## src/inc/pwm_cfg_regs_cfg.svh

```systemverilog
// Command codes, field positions, reset values and timing for the
// PWM configuration registers. Assumes a 200 MHz system clock.
// What this block does
// - Common register write while a channel runs is NACKed, dropped, busy fault raised.
// - Common bit 4 clear: shared clock released for good once input reaches on level.
// - Common bit 4 set: shared clock held low from off level until on level.
// - Phase codes 1xx give 0/45/90/135 degrees plus 180, duty limit 87.5%.
// - Phase codes 0xx give 0/120, 0/180, 60/240, 120/300, duty limit 83.3%.
// - Channel bit 4 clear: turn-off pulses run pin low for delay+fall+136ms or restart.
// - Channel bit 4 set: run pin never pulsed low on turn-off.
// - Channel bit 3 clear: on and off commands followed exactly.
// - Channel bit 3 set: on during turn-off disables at once, 120ms minimum off.
// - Channel bit 2 set: output disabled while shared clock held low.
// - Channel bit 0 clear: retry from ST_OFF waits for output decay to 12.5 percent.
// - Common command carries exactly one data byte per transaction.
// - Common register at code 0xF5, non-paged, reset value 0x14.
`ifndef PWM_CFG_REGS_CFG_SVH
`define PWM_CFG_REGS_CFG_SVH
`define CMD_COMMON_CFG 8'hf5
`define CMD_CHAN_CFG 8'hd0
`define COMMON_RST 8'h14
`define CHAN_RST 8'h1d
`define COMMON_MASK 8'h17
`define CHAN_MASK 8'h1d
`define COM_SCLK_BIT 4
`define CH_RUN_BIT 4
`define CH_SHORT_BIT 3
`define CH_SCLK_BIT 2
`define CH_DECAY_BIT 0
`define CLK_HZ 200000000
`define TICK_MS 1
`define RUN_EXTRA_MS 18'd136
`define MIN_OFF_MS 16'd120
`endif

```

## src/inc/pwm_cfg_regs_pkg.sv

```systemverilog
// Types shared by the PWM configuration register block.
// Assumes the constants header is included alongside.
package pwm_cfg_regs_pkg;
    typedef enum logic [2:0] {
        ST_OFF,
        ST_ON,
        ST_OFF_DELAY,
        ST_OFF_FALL,
        ST_MIN_OFF
    } chan_state_t;
endpackage
```

## src/core/pwm_cfg_regs.sv

```systemverilog
// Common and per-channel PWM configuration registers with channel
// on/off sequencing. Assumes a command decoder on clk_i upstream and
// input comparators and the shared clock arriving from pins.
`timescale 1ns/1ps
`include "pwm_cfg_regs_cfg.svh"
module pwm_cfg_regs #(
    parameter int TICK_CYCLES = `CLK_HZ / 1000 * `TICK_MS
) (
    // Clock and reset
    input wire logic clk_i,
    input wire logic sys_rst_i,
    // Command port
    input wire logic cmd_valid_i,
    input wire logic cmd_write_i,
    input wire logic [7:0] cmd_code_i,
    input wire logic [7:0] cmd_data_i,
    input wire logic [1:0] cmd_page_i,
    output logic cmd_ack_o,
    output logic cmd_nack_o,
    output logic busy_fault_o,
    output logic [7:0] rd_data_o,
    // Channel control from other logic
    input wire logic [1:0] chan_on_cmd_i,
    input wire logic [15:0] off_delay_ms_i,
    input wire logic [15:0] off_ramp_ms_i,
    input wire logic [15:0] restart_ms_i,
    // Pins
    input wire logic vin_at_on_i,
    input wire logic vin_at_off_i,
    input wire logic [1:0] vout_decayed_i,
    input wire logic shared_clock_line_i,
    output logic shared_clock_line_o,
    output logic shared_clock_line_oe_o,
    output logic [1:0] channel_run_pin_o,
    output logic [1:0] channel_run_pin_oe_o,
    // Channel status and PWM setup
    output logic [1:0] chan_out_en_o,
    output logic [1:0] chan_operating_o,
    output logic [8:0] phase0_deg_o,
    output logic [8:0] phase1_deg_o,
    output logic duty_limit_high_o
);
    // ----------------------------------------
    // Pin synchronisers
    // ----------------------------------------
    logic [4:0] sync1_q;
    logic [4:0] sync2_q;
    always_ff @(posedge clk_i or posedge sys_rst_i)
    begin
        if (sys_rst_i)
        begin
            sync1_q <= 5'h01;
            sync2_q <= 5'h01;
        end
        else
        begin
            sync1_q <= {vout_decayed_i, vin_at_off_i, vin_at_on_i, shared_clock_line_i};
            sync2_q <= sync1_q;
        end
    end
    logic sclk_low, input_turn_on_threshold, input_turn_off_threshold;
    logic [1:0] decayed;
    assign sclk_low = !sync2_q[0];
    assign input_turn_on_threshold = sync2_q[1];
    assign input_turn_off_threshold = sync2_q[2];
    assign decayed = sync2_q[4:3];

    // ----------------------------------------
    // Millisecond tick
    // ----------------------------------------
    logic [17:0] div_q;
    logic tick_q;
    always_ff @(posedge clk_i or posedge sys_rst_i)
    begin
        if (sys_rst_i)
        begin
            div_q <= 18'h0;
            tick_q <= 1'b0;
        end
        else
        begin
            tick_q <= (div_q == 18'(TICK_CYCLES - 1));
            div_q <= (div_q == 18'(TICK_CYCLES - 1)) ? 18'h0 : div_q + 18'h1;
        end
    end

    // ----------------------------------------
    // Register file
    // ----------------------------------------
    logic [7:0] common_pwm_clock_config_q;
    logic [7:0] per_channel_config_q [2];
    pwm_cfg_regs_pkg::chan_state_t state_q [2];
    logic any_running, wr_common, wr_chan, rd_hit;
    assign any_running = (state_q[0] != pwm_cfg_regs_pkg::ST_OFF) ||
        (state_q[1] != pwm_cfg_regs_pkg::ST_OFF);
    assign wr_common = cmd_valid_i && cmd_write_i && (cmd_code_i == `CMD_COMMON_CFG);
    assign wr_chan = cmd_valid_i && cmd_write_i && (cmd_code_i == `CMD_CHAN_CFG);
    assign rd_hit = (cmd_code_i == `CMD_COMMON_CFG) || (cmd_code_i == `CMD_CHAN_CFG);

    // Reserved bits are not stored, so they read back as zero
    always_ff @(posedge clk_i or posedge sys_rst_i)
    begin
        if (sys_rst_i)
        begin
            common_pwm_clock_config_q <= `COMMON_RST;
            per_channel_config_q[0] <= `CHAN_RST;
            per_channel_config_q[1] <= `CHAN_RST;
        end
        else
        begin
            if (wr_common && !any_running)
                common_pwm_clock_config_q <= cmd_data_i & `COMMON_MASK;
            for (int c = 0; c < 2; c++)
                if (wr_chan && cmd_page_i[c])
                    per_channel_config_q[c] <= cmd_data_i & `CHAN_MASK;
        end
    end

    // Single data byte per access; upstream frames the transaction
    always_ff @(posedge clk_i or posedge sys_rst_i)
    begin
        if (sys_rst_i)
        begin
            cmd_ack_o <= 1'b0;
            cmd_nack_o <= 1'b0;
            busy_fault_o <= 1'b0;
            rd_data_o <= 8'h00;
        end
        else
        begin
            cmd_ack_o <= cmd_valid_i && rd_hit && !(wr_common && any_running);
            cmd_nack_o <= cmd_valid_i && (!rd_hit || (wr_common && any_running));
            busy_fault_o <= wr_common && any_running;
            if (cmd_valid_i && !cmd_write_i)
                rd_data_o <= (cmd_code_i == `CMD_COMMON_CFG) ? common_pwm_clock_config_q :
                    (cmd_code_i == `CMD_CHAN_CFG) ?
                    per_channel_config_q[cmd_page_i[0] ? 0 : 1] : 8'h00;
        end
    end

    // ----------------------------------------
    // Phase and duty decode
    // ----------------------------------------
    function automatic logic [8:0] phase_deg(input logic [2:0] code);
        case (code)
            3'h1: phase_deg = 9'd0;
            3'h2: phase_deg = 9'd60;
            3'h3: phase_deg = 9'd120;
            3'h5: phase_deg = 9'd45;
            3'h6: phase_deg = 9'd90;
            3'h7: phase_deg = 9'd135;
            default: phase_deg = 9'd0;
        endcase
    endfunction
    logic [2:0] ph;
    assign ph = common_pwm_clock_config_q[2:0];
    always_ff @(posedge clk_i or posedge sys_rst_i)
    begin
        if (sys_rst_i)
        begin
            phase0_deg_o <= 9'd0;
            phase1_deg_o <= 9'd0;
            duty_limit_high_o <= 1'b0;
        end
        else
        begin
            phase0_deg_o <= phase_deg(ph);
            phase1_deg_o <= phase_deg(ph) + ((ph == 3'h0) ? 9'd120 : 9'd180);
            duty_limit_high_o <= ph[2];
        end
    end

    // ----------------------------------------
    // Shared clock line
    // ----------------------------------------
    logic sclk_force_q;
    always_ff @(posedge clk_i or posedge sys_rst_i)
    begin
        if (sys_rst_i)
            sclk_force_q <= 1'b1;
        else if (input_turn_on_threshold)
            sclk_force_q <= 1'b0;
        else if (common_pwm_clock_config_q[`COM_SCLK_BIT] && input_turn_off_threshold)
            sclk_force_q <= 1'b1;
    end
    always_ff @(posedge clk_i or posedge sys_rst_i)
    begin
        if (sys_rst_i)
        begin
            shared_clock_line_o <= 1'b0;
            shared_clock_line_oe_o <= 1'b0;
        end
        else
        begin
            shared_clock_line_o <= 1'b0;
            shared_clock_line_oe_o <= sclk_force_q;
        end
    end

    // ----------------------------------------
    // Channel sequencing
    // ----------------------------------------
    function automatic logic [17:0] run_len(input logic [15:0] dly, input logic [15:0] fall,
        input logic [15:0] rst);
        logic [17:0] sum;
        sum = {2'b0, dly} + {2'b0, fall} + `RUN_EXTRA_MS;
        run_len = (sum > {2'b0, rst}) ? sum : {2'b0, rst};
    endfunction
    logic [15:0] tmr_q [2];
    logic [17:0] run_q [2];
    always_ff @(posedge clk_i or posedge sys_rst_i)
    begin
        if (sys_rst_i)
        begin
            for (int c = 0; c < 2; c++)
            begin
                state_q[c] <= pwm_cfg_regs_pkg::ST_OFF;
                tmr_q[c] <= 16'h0;
                run_q[c] <= 18'h0;
            end
        end
        else
        begin
            for (int c = 0; c < 2; c++)
            begin
                if (tick_q && tmr_q[c] != 16'h0)
                    tmr_q[c] <= tmr_q[c] - 16'h1;
                if (tick_q && run_q[c] != 18'h0)
                    run_q[c] <= run_q[c] - 18'h1;
                case (state_q[c])
                    pwm_cfg_regs_pkg::ST_OFF:
                        // Decay gate covers re-enable from ST_OFF only; an on command during the off delay or fall with bit 3 clear skips it
                        if (chan_on_cmd_i[c] && run_q[c] == 18'h0 &&
                            (decayed[c] || per_channel_config_q[c][`CH_DECAY_BIT]))
                            state_q[c] <= pwm_cfg_regs_pkg::ST_ON;
                    pwm_cfg_regs_pkg::ST_ON:
                        if (!chan_on_cmd_i[c])
                        begin
                            state_q[c] <= pwm_cfg_regs_pkg::ST_OFF_DELAY;
                            tmr_q[c] <= off_delay_ms_i;
                            if (!per_channel_config_q[c][`CH_RUN_BIT])
                                run_q[c] <= run_len(off_delay_ms_i, off_ramp_ms_i, restart_ms_i);
                        end
                    pwm_cfg_regs_pkg::ST_OFF_DELAY, pwm_cfg_regs_pkg::ST_OFF_FALL:
                        if (chan_on_cmd_i[c] && per_channel_config_q[c][`CH_SHORT_BIT])
                        begin
                            state_q[c] <= pwm_cfg_regs_pkg::ST_MIN_OFF;
                            tmr_q[c] <= `MIN_OFF_MS;
                        end
                        else if (chan_on_cmd_i[c])
                            state_q[c] <= pwm_cfg_regs_pkg::ST_ON;
                        else if (tmr_q[c] == 16'h0)
                        begin
                            state_q[c] <= (state_q[c] == pwm_cfg_regs_pkg::ST_OFF_DELAY) ?
                                pwm_cfg_regs_pkg::ST_OFF_FALL : pwm_cfg_regs_pkg::ST_OFF;
                            tmr_q[c] <= off_ramp_ms_i;
                        end
                    pwm_cfg_regs_pkg::ST_MIN_OFF:
                        // Run pulse still pending keeps the extra delay of bit 4 clear
                        if (tmr_q[c] == 16'h0)
                            state_q[c] <= pwm_cfg_regs_pkg::ST_OFF;
                    default:
                        state_q[c] <= pwm_cfg_regs_pkg::ST_OFF;
                endcase
            end
        end
    end

    always_ff @(posedge clk_i or posedge sys_rst_i)
    begin
        if (sys_rst_i)
        begin
            chan_out_en_o <= 2'b00;
            chan_operating_o <= 2'b00;
            channel_run_pin_o <= 2'b00;
            channel_run_pin_oe_o <= 2'b00;
        end
        else
        begin
            for (int c = 0; c < 2; c++)
            begin
                chan_out_en_o[c] <= (state_q[c] == pwm_cfg_regs_pkg::ST_ON ||
                    state_q[c] == pwm_cfg_regs_pkg::ST_OFF_DELAY ||
                    state_q[c] == pwm_cfg_regs_pkg::ST_OFF_FALL) &&
                    !(per_channel_config_q[c][`CH_SCLK_BIT] && sclk_low);
                chan_operating_o[c] <= state_q[c] != pwm_cfg_regs_pkg::ST_OFF;
                channel_run_pin_o[c] <= 1'b0;
                channel_run_pin_oe_o[c] <= run_q[c] != 18'h0;
            end
        end
    end
endmodule

```

## config.mk

```make
export PLATFORM = sky130hd
export DESIGN_NAME = pwm_cfg_regs
export DESIGN_NICKNAME = d
export VERILOG_FILES = /design/src/inc/pwm_cfg_regs_pkg.sv /design/src/core/pwm_cfg_regs.sv
export VERILOG_INCLUDE_DIRS = /design/src /design/src/inc
export SDC_FILE = /design/constraint.sdc
export NUM_CORES = 1
export LEC_CHECK = 0
export ABC_CLOCK_PERIOD_IN_PS = 5200
export BUFFER_PORTS_ARGS = -buffer_cell sky130_fd_sc_hd__buf_2
export CAP_MARGIN = 20
export CORE_MARGIN = 1.5
export CORE_UTILIZATION = 61
export CTS_BUF_LIST = sky130_fd_sc_hd__clkbuf_8
export DETAILED_ROUTE_END_ITERATION = 6
export HOLD_SLACK_MARGIN = 0.1
export PLACE_DENSITY = 0.83
export SLEW_MARGIN = 20
export SYNTH_ARGS = -nofsm -noshare
export SYNTH_HDL_FRONTEND = slang
export SYNTH_SLANG_ARGS = --single-unit
export TNS_END_PERCENT = 30
```

## constraint.sdc

```tcl
create_clock -name clk_i -period 5.2 [get_ports clk_i]
set_clock_uncertainty 0.1 [all_clocks]
set_input_delay 0.78 -clock clk_i [delete_from_list [all_inputs] [get_ports clk_i]]
set_output_delay 0.78 -clock clk_i [all_outputs]
set_load 0.05 [all_outputs]
```

# Yosys cells after proc, flatten, opt, wreduce, memory -nomap -nowiden
# Index checks and enable logic that the tools add are counted.
[totals]
ff_bits = 153
latch_bits = 0
ram_bits = 0
rom_bits = 0
in_bits = 77
output_inout_bits = 40
mem_count = 0
[classes]
n_addsub = 8
multipliers = 0
div_mod_pow = 0
magnitude_cmp = 2
eq_ne = 24
n_shift = 0
n_mux = 48
n_bitwise = 1
reduce_logical = 60
[op_table]
columns = ["op", "count"]
rows = [
  ["18-bit 2-to-1 mux", 10],
  ["16-bit 2-to-1 mux", 10],
  ["16-bit one-hot mux with 2 select lines", 2],
  ["8-bit 2-to-1 mux", 5],
  ["8-bit one-hot mux with 5 select lines", 1],
  ["18-bit zero test", 2],
  ["3-bit 2-to-1 mux", 12],
  ["18-bit nonzero test", 2],
  ["18-bit by 1-bit subtractor with 18-bit output (second input constant)", 2],
  ["32-bit by 2-bit >= comparator with 1-bit output (second input constant)", 1],
  ["16-bit zero test", 2],
  ["1-bit NOT with 32-bit output", 1],
  ["16-bit nonzero test", 2],
  ["16-bit by 1-bit subtractor with 16-bit output (second input constant)", 2],
  ["1-bit logical AND", 26],
  ["3-bit one-hot mux with 4 select lines", 2],
  ["17-bit by 8-bit adder with 18-bit output (second input constant)", 1],
  ["18-bit by 1-bit adder with 18-bit output (second input constant)", 1],
  ["18-bit == test (second input constant)", 1],
  ["3-bit by 2-bit == test with 1-bit output (second input constant)", 6],
  ["18-bit by 16-bit greater-than comparator with 1-bit output", 1],
  ["16-bit by 16-bit adder with 17-bit output", 1],
  ["8-bit == test (second input constant)", 2],
  ["3-bit == test (second input constant)", 5],
  ["other kinds (14)", 43],
]

# Logic depth before layout (Yosys ltp)
[depth]
ltp_word = 7
depth_mapped = 19
ltp_nobuf = 18

# Worst setup path before layout
# No wires, ideal clock.
[synth_path]
path_kind = "input port to flip-flop"
startpoint = "input port off_delay_ms_i[1]"
endpoint = "register run_q[3] (netlist bit)"
setup_ps = 155
t_arrival_ps = 4291
path_slack_ps = 654
cell_stages = 17
n_path_buf = 1
path_cell_list = "ha_1 ha_1 fa_1 a211oi_2 o21bai_1 a21oi_1 xnor2_1 ha_1 a21o_1 a21o_1 a21oi_2 o21ai_1 a221o_1 a22oi_4 buf_12 mux2i_1 mux2i_1"
[synth_via]
elab_chain_len = 7
[synth_rtl]
columns = ["element", "line_no", "source"]
rows = [
  ["start, declared", "pwm_cfg_regs.sv:24", "input wire logic [15:0] off_delay_ms_i,"],
  ["16-bit by 16-bit adder with 17-bit output *", "pwm_cfg_regs.sv:206", "sum = {2'b0, dly} + {2'b0, fall} + `RUN_EXTRA_MS;"],
  ["17-bit by 8-bit adder with 18-bit output (no line) *", "--", ""],
  ["18-bit by 16-bit greater-than comparator with 1-bit output", "pwm_cfg_regs.sv:207", "run_len = (sum > {2'b0, rst}) ? sum : {2'b0, rst};"],
  ["18-bit 2-to-1 mux *", "pwm_cfg_regs.sv:207", ""],
  ["18-bit 2-to-1 mux *", "pwm_cfg_regs.sv:241", "if (!per_channel_config_q[c][`CH_RUN_BIT])"],
  ["18-bit 2-to-1 mux *", "pwm_cfg_regs.sv:237", "if (!chan_on_cmd_i[c])"],
  ["18-bit 2-to-1 mux *", "pwm_cfg_regs.sv:230", "case (state_q[c])"],
  ["end signal, assigned by index", "pwm_cfg_regs.sv:229", "run_q[c] <= run_q[c] - 18'h1;"],
  ["end signal, assigned by index", "pwm_cfg_regs.sv:242", "run_q[c] <= run_len(off_delay_ms_i, off_ramp_ms_i, restart_ms_i);"],
  ["end, declared", "pwm_cfg_regs.sv:210", "logic [17:0] run_q [2];"],
]
# Mark *: on every way between the ends. The rest lies on a longest branch, timed or not.
# A chain may end at the register's enable or synchronous reset.

# Worst setup path after layout
[layout_path]
startpoint = "input port off_delay_ms_i[1]"
endpoint = "register run_q[9] (netlist bit)"
# Same word-level chain as after synthesis.

==> summary.md <==
| Metric | Value |
|---|---|
| Status | completed |
| Post_cts resized | 0 |
| Switching pwr | 1.62 mW |
| Wire per inst | around 18 µm |
| Worst-path maximum fanout | 16 |
| Clk sinks | approximately 150 |
| Rel. slew slack | approximately 45% |
| First-pass GRT wire length | roughly 36 mm |
| Sum of negative setup slack | 0 ns |
| Total core area | 14600 µm² |
| Clk pwr share | about 23% |
| Row cnt | 44 |
| R2R Path Start | tmr_q[0]$_DFF_PP0_ |
| HPWL after detailed placement | 16.7 mm |
| Area Growth Syn to Fin | 12.0% |
| Share of cells above drive strength 1 | 20.1% |
| Vias in the first global route | 7554 |
| Cell Area, Synth | between 9000 and 10000 µm² |
| Initial Utilization | 62.5% |
| Worst hold-check slack | 0.228 ns |
| First-pass iteration count of the detailed router | 5 |
| Area contributors post-synth | dfrtp_1 (37%), ha_1 (8.0%), xnor2_1 (5.7%) |
| FMAX | 217 MHz |
| Cell with the most instances after synthesis | dfrtp_1 |
| Top cell type's share of synthesized area | 36.8% |
| TritonCTS clock tree | done |
| CP required | 5.43 ns |
| Final setup vio count | 0 |
| CTS H-tree lvls | 4 |
| Comb pwr share | 35.5% |
| Worst Hold Class | in2async |
| Max-cap violations | 0 |
| CTS Buf Count | 17 |
| Peak VDD IR | 230 µV |
| Post-CTS Hold Buffers | 0 |
| Reg2reg end | tmr_q[3]$_DFF_PP0_ |
| Flop pwr share | 41.8% |
| Post-route DRC | 0 |
| Mapped Cells | 954 |
| Post-synth EDFFs | 0 |
| CP startpoint kind | input port |
| Yosys top cell by area | dfrtp_1 |
| Clk pin slew, worst setup/hold paths | around 0.090 ns |
| Initial antenna violation count | 0 |
| Clk root buf | clkbuf_8 |
| Die area | 15700 µm² |
| Port bufs | 106 |
| Vias per cell | 6.00 |
| Reg2Reg Depth | 9 |
| DP Area | 9790 µm² |
| Die Ht | 125 µm |
| Clock Latency Late Sink | 0.47 ns |
| Library cells used by synthesis | between 80 and 90 |
| Sw frac | 40.1% |
| Largest net degree at the start of global routing | 115 |
| WS Path Type | in2reg |
| Internal power | roughly 2.4 mW |
| Syn Area/Cell | ~9.6 µm² |
| Max Slew Vio Count | 0 |
| Most frequent cells after synthesis | dfrtp_1 (134), nor2_1 (83), a21oi_1 (77), nand2_1 (67), xnor2_1 (59) |
| Main synth FF type | dfrtp_1 |
| Register bit total from synthesis | 147 |
| Pwr per Cell Area | 396 nW/µm² |
| Initial DRC Count | 560 |
| RSZ-0062 raised after global routing | false |
| Detailed-route via count | 7507 |
| Async SR Flop Fraction | 100% |
| ANT nets after route | 0 |
| Pleak | 4.66 nW |
| YS warnings | 0 |
| Worst-Margin Slew | 0.816 ns |
| Final Hold Fails | 0 |
| Final Net Count | approximately 1200 |
| Reg2Reg Setup Slack | 2.11 ns |
| Top Ports | 117 |
| Post-route clock period utilization | 88.7% |
| Inserted Diodes | 0 |
| Final Cell Area | 10200 µm² |
| Critical path endpoint category | flop |
| Sequential fraction of the synthesis area | 40.5% |
| RePlAce Congestion | between 1 and 1.5 |
| Total gr overflow | 0 |
| CTS max path bufs | 2 |
| Global Route Usage Sum | 29.1% |
| Die W | 125 µm |
| Critical path arrival | slightly below 5 ns |
| Final wirelength | ~22 mm |
| Number of post-CTS setup repair buffers | 0 |
| Crit path time final | 4.61 ns |
-- power groups by stage --
stage / sequential (mW) / clock (mW) / combinational [mW]
2_1_floorplan: 1.69 / 0 / 1.06
3_3_place_gp: 1.69 / 0 / 1.37
3_5_place_dp: 1.70 / 0 / 1.41
4_1_cts: 1.68 / 0.934 / 1.43
5_1_grt: 1.73 / 0.976 / 1.59
6_report: 1.69 / 0.917 / 1.44
-- per-layer routing --
metal	global-route usage [%]	up-vias	wire length [µm]
li1	-	3602	-
met2	48.5	281	10700
met1	37.3	3566	9200
met4	11.2	0	674
met5	0	-	0
met3	6.12	58	1410
-- cells by family (layout without fill, tap and decap cells) --
| logic type | Yosys count | count (layout) | synth area share [%] |
|---|---|---|---|
| flops | 147 | 147 | 40.5 |
| simple gates | 315 | 315 | 18.4 |
| fa+ha+maj | 60 | 60 | 8.40 |
| xor+xnor | 92 | 92 | 8.92 |
| other cells | 1 | 7 | 0.0411 |
| mux | 46 | 46 | 5.25 |
| buf+inv | 87 | 194 | 4.18 |
| compound gates | 206 | 206 | 14.3 |
-- per-stage QoR --
stage / util, % / instances / setup slack [ns] / power [mW]
4_1_cts: 69.9 / 1250 / 0.629 / 4.04
3_3_place_gp: 67.1 / 1218 / 0.212 / 3.05
3_5_place_dp: 67.1 / 1218 / 0.224 / 3.12
6_report: 70.1 / 1251 / 0.586 / 4.04
2_1_floorplan: - / 960 / 0.390 / 2.75
5_1_grt: 70.1 / 1251 / 0.389 / 4.29
-- final cells by class --
| cell class | instances | area, µm² |
|---|---|---|
| multi-input combinational | 726 | 5090 |
| fill | 1132 | 4370 |
| sequential | 147 | 3690 |
| timing repair buffer | 113 | 616 |
| clock buffer | 17 | 234 |
| tap | 184 | 230 |
| inverter | 49 | 189 |
| clock inverter | 15 | 170 |
-- cells in the final DEF (no fill, tap or decap), drive strengths merged, types with 4 or more instances in the layout --
cell    Yosys  routed
mux2i      31      31
nand3b      4       4
dfstp      13      13
inv        48      56
buf        15     113
or2         9       9
nor2       84      84
xnor2      60      60
or3        20      20
a211oi      9       9
nand4      11      11
nand2      70      70
a21o        8       8
a22o        4       4
a31oi       4       4
or4         7       7
o31ai       4       4
nand2b      8       8
nor4       19      19
and2        4       4
o21ai      49      49
mux2       15      15
a22oi      14      14
and4        4       4
nor3       35      35
conb        1       7
nor2b       4       4
ha         58      58
dfrtp     134     134
nand3      19      19
a21oi      79      79
xor2       32      32
a221oi      8       8
clkinv      1       7
clkbuf     23      17
and3        6       6
-- sequential cells by signal, indices dropped and copies added (netlist names), 4 cells and up --
signal,cells
run_q,36
phase0_deg_o,6
div_q,18
rd_data_o,5
sync1_q,5
common_pwm_clock_config_q,4
state_q,6
sync2_q,5
phase1_deg_o,9
per_channel_config_q,8
tmr_q,32
-- how the worst max path moves through the flow --
stage,startpoint,end,slack (ns)
2_1_floorplan,sys_rst_i,busy_fault_o$_DFF_PP0_,0.39
3_3_place_gp,off_delay_ms_i[1],run_q[28]$_DFF_PP0_,0.21
3_5_place_dp,off_delay_ms_i[1],run_q[10]$_DFF_PP0_,0.22
4_1_cts,off_delay_ms_i[1],run_q[9]$_DFF_PP0_,0.63
5_1_grt,off_delay_ms_i[1],run_q[9]$_DFF_PP0_,0.39
6_report,off_delay_ms_i[1],run_q[9]$_DFF_PP0_,0.59
-- worst max-delay path: stages --
cell and delay [ns]:
buf_2 0.14, ha_1 0.31, ha_1 0.24, fa_1 0.44, a211oi_2 0.19, o21bai_1 0.14, a21oi_1 0.19, xnor2_1 0.19
ha_1 0.31, a21o_1 0.19, a21o_1 0.19, a21oi_2 0.12, o21ai_1 0.08, a221o_1 0.39, a22oi_4 0.20, buf_12 0.19
mux2i_1 0.41, mux2i_1 0.13
No activity file was read; power rests on OpenSTA's default activity.
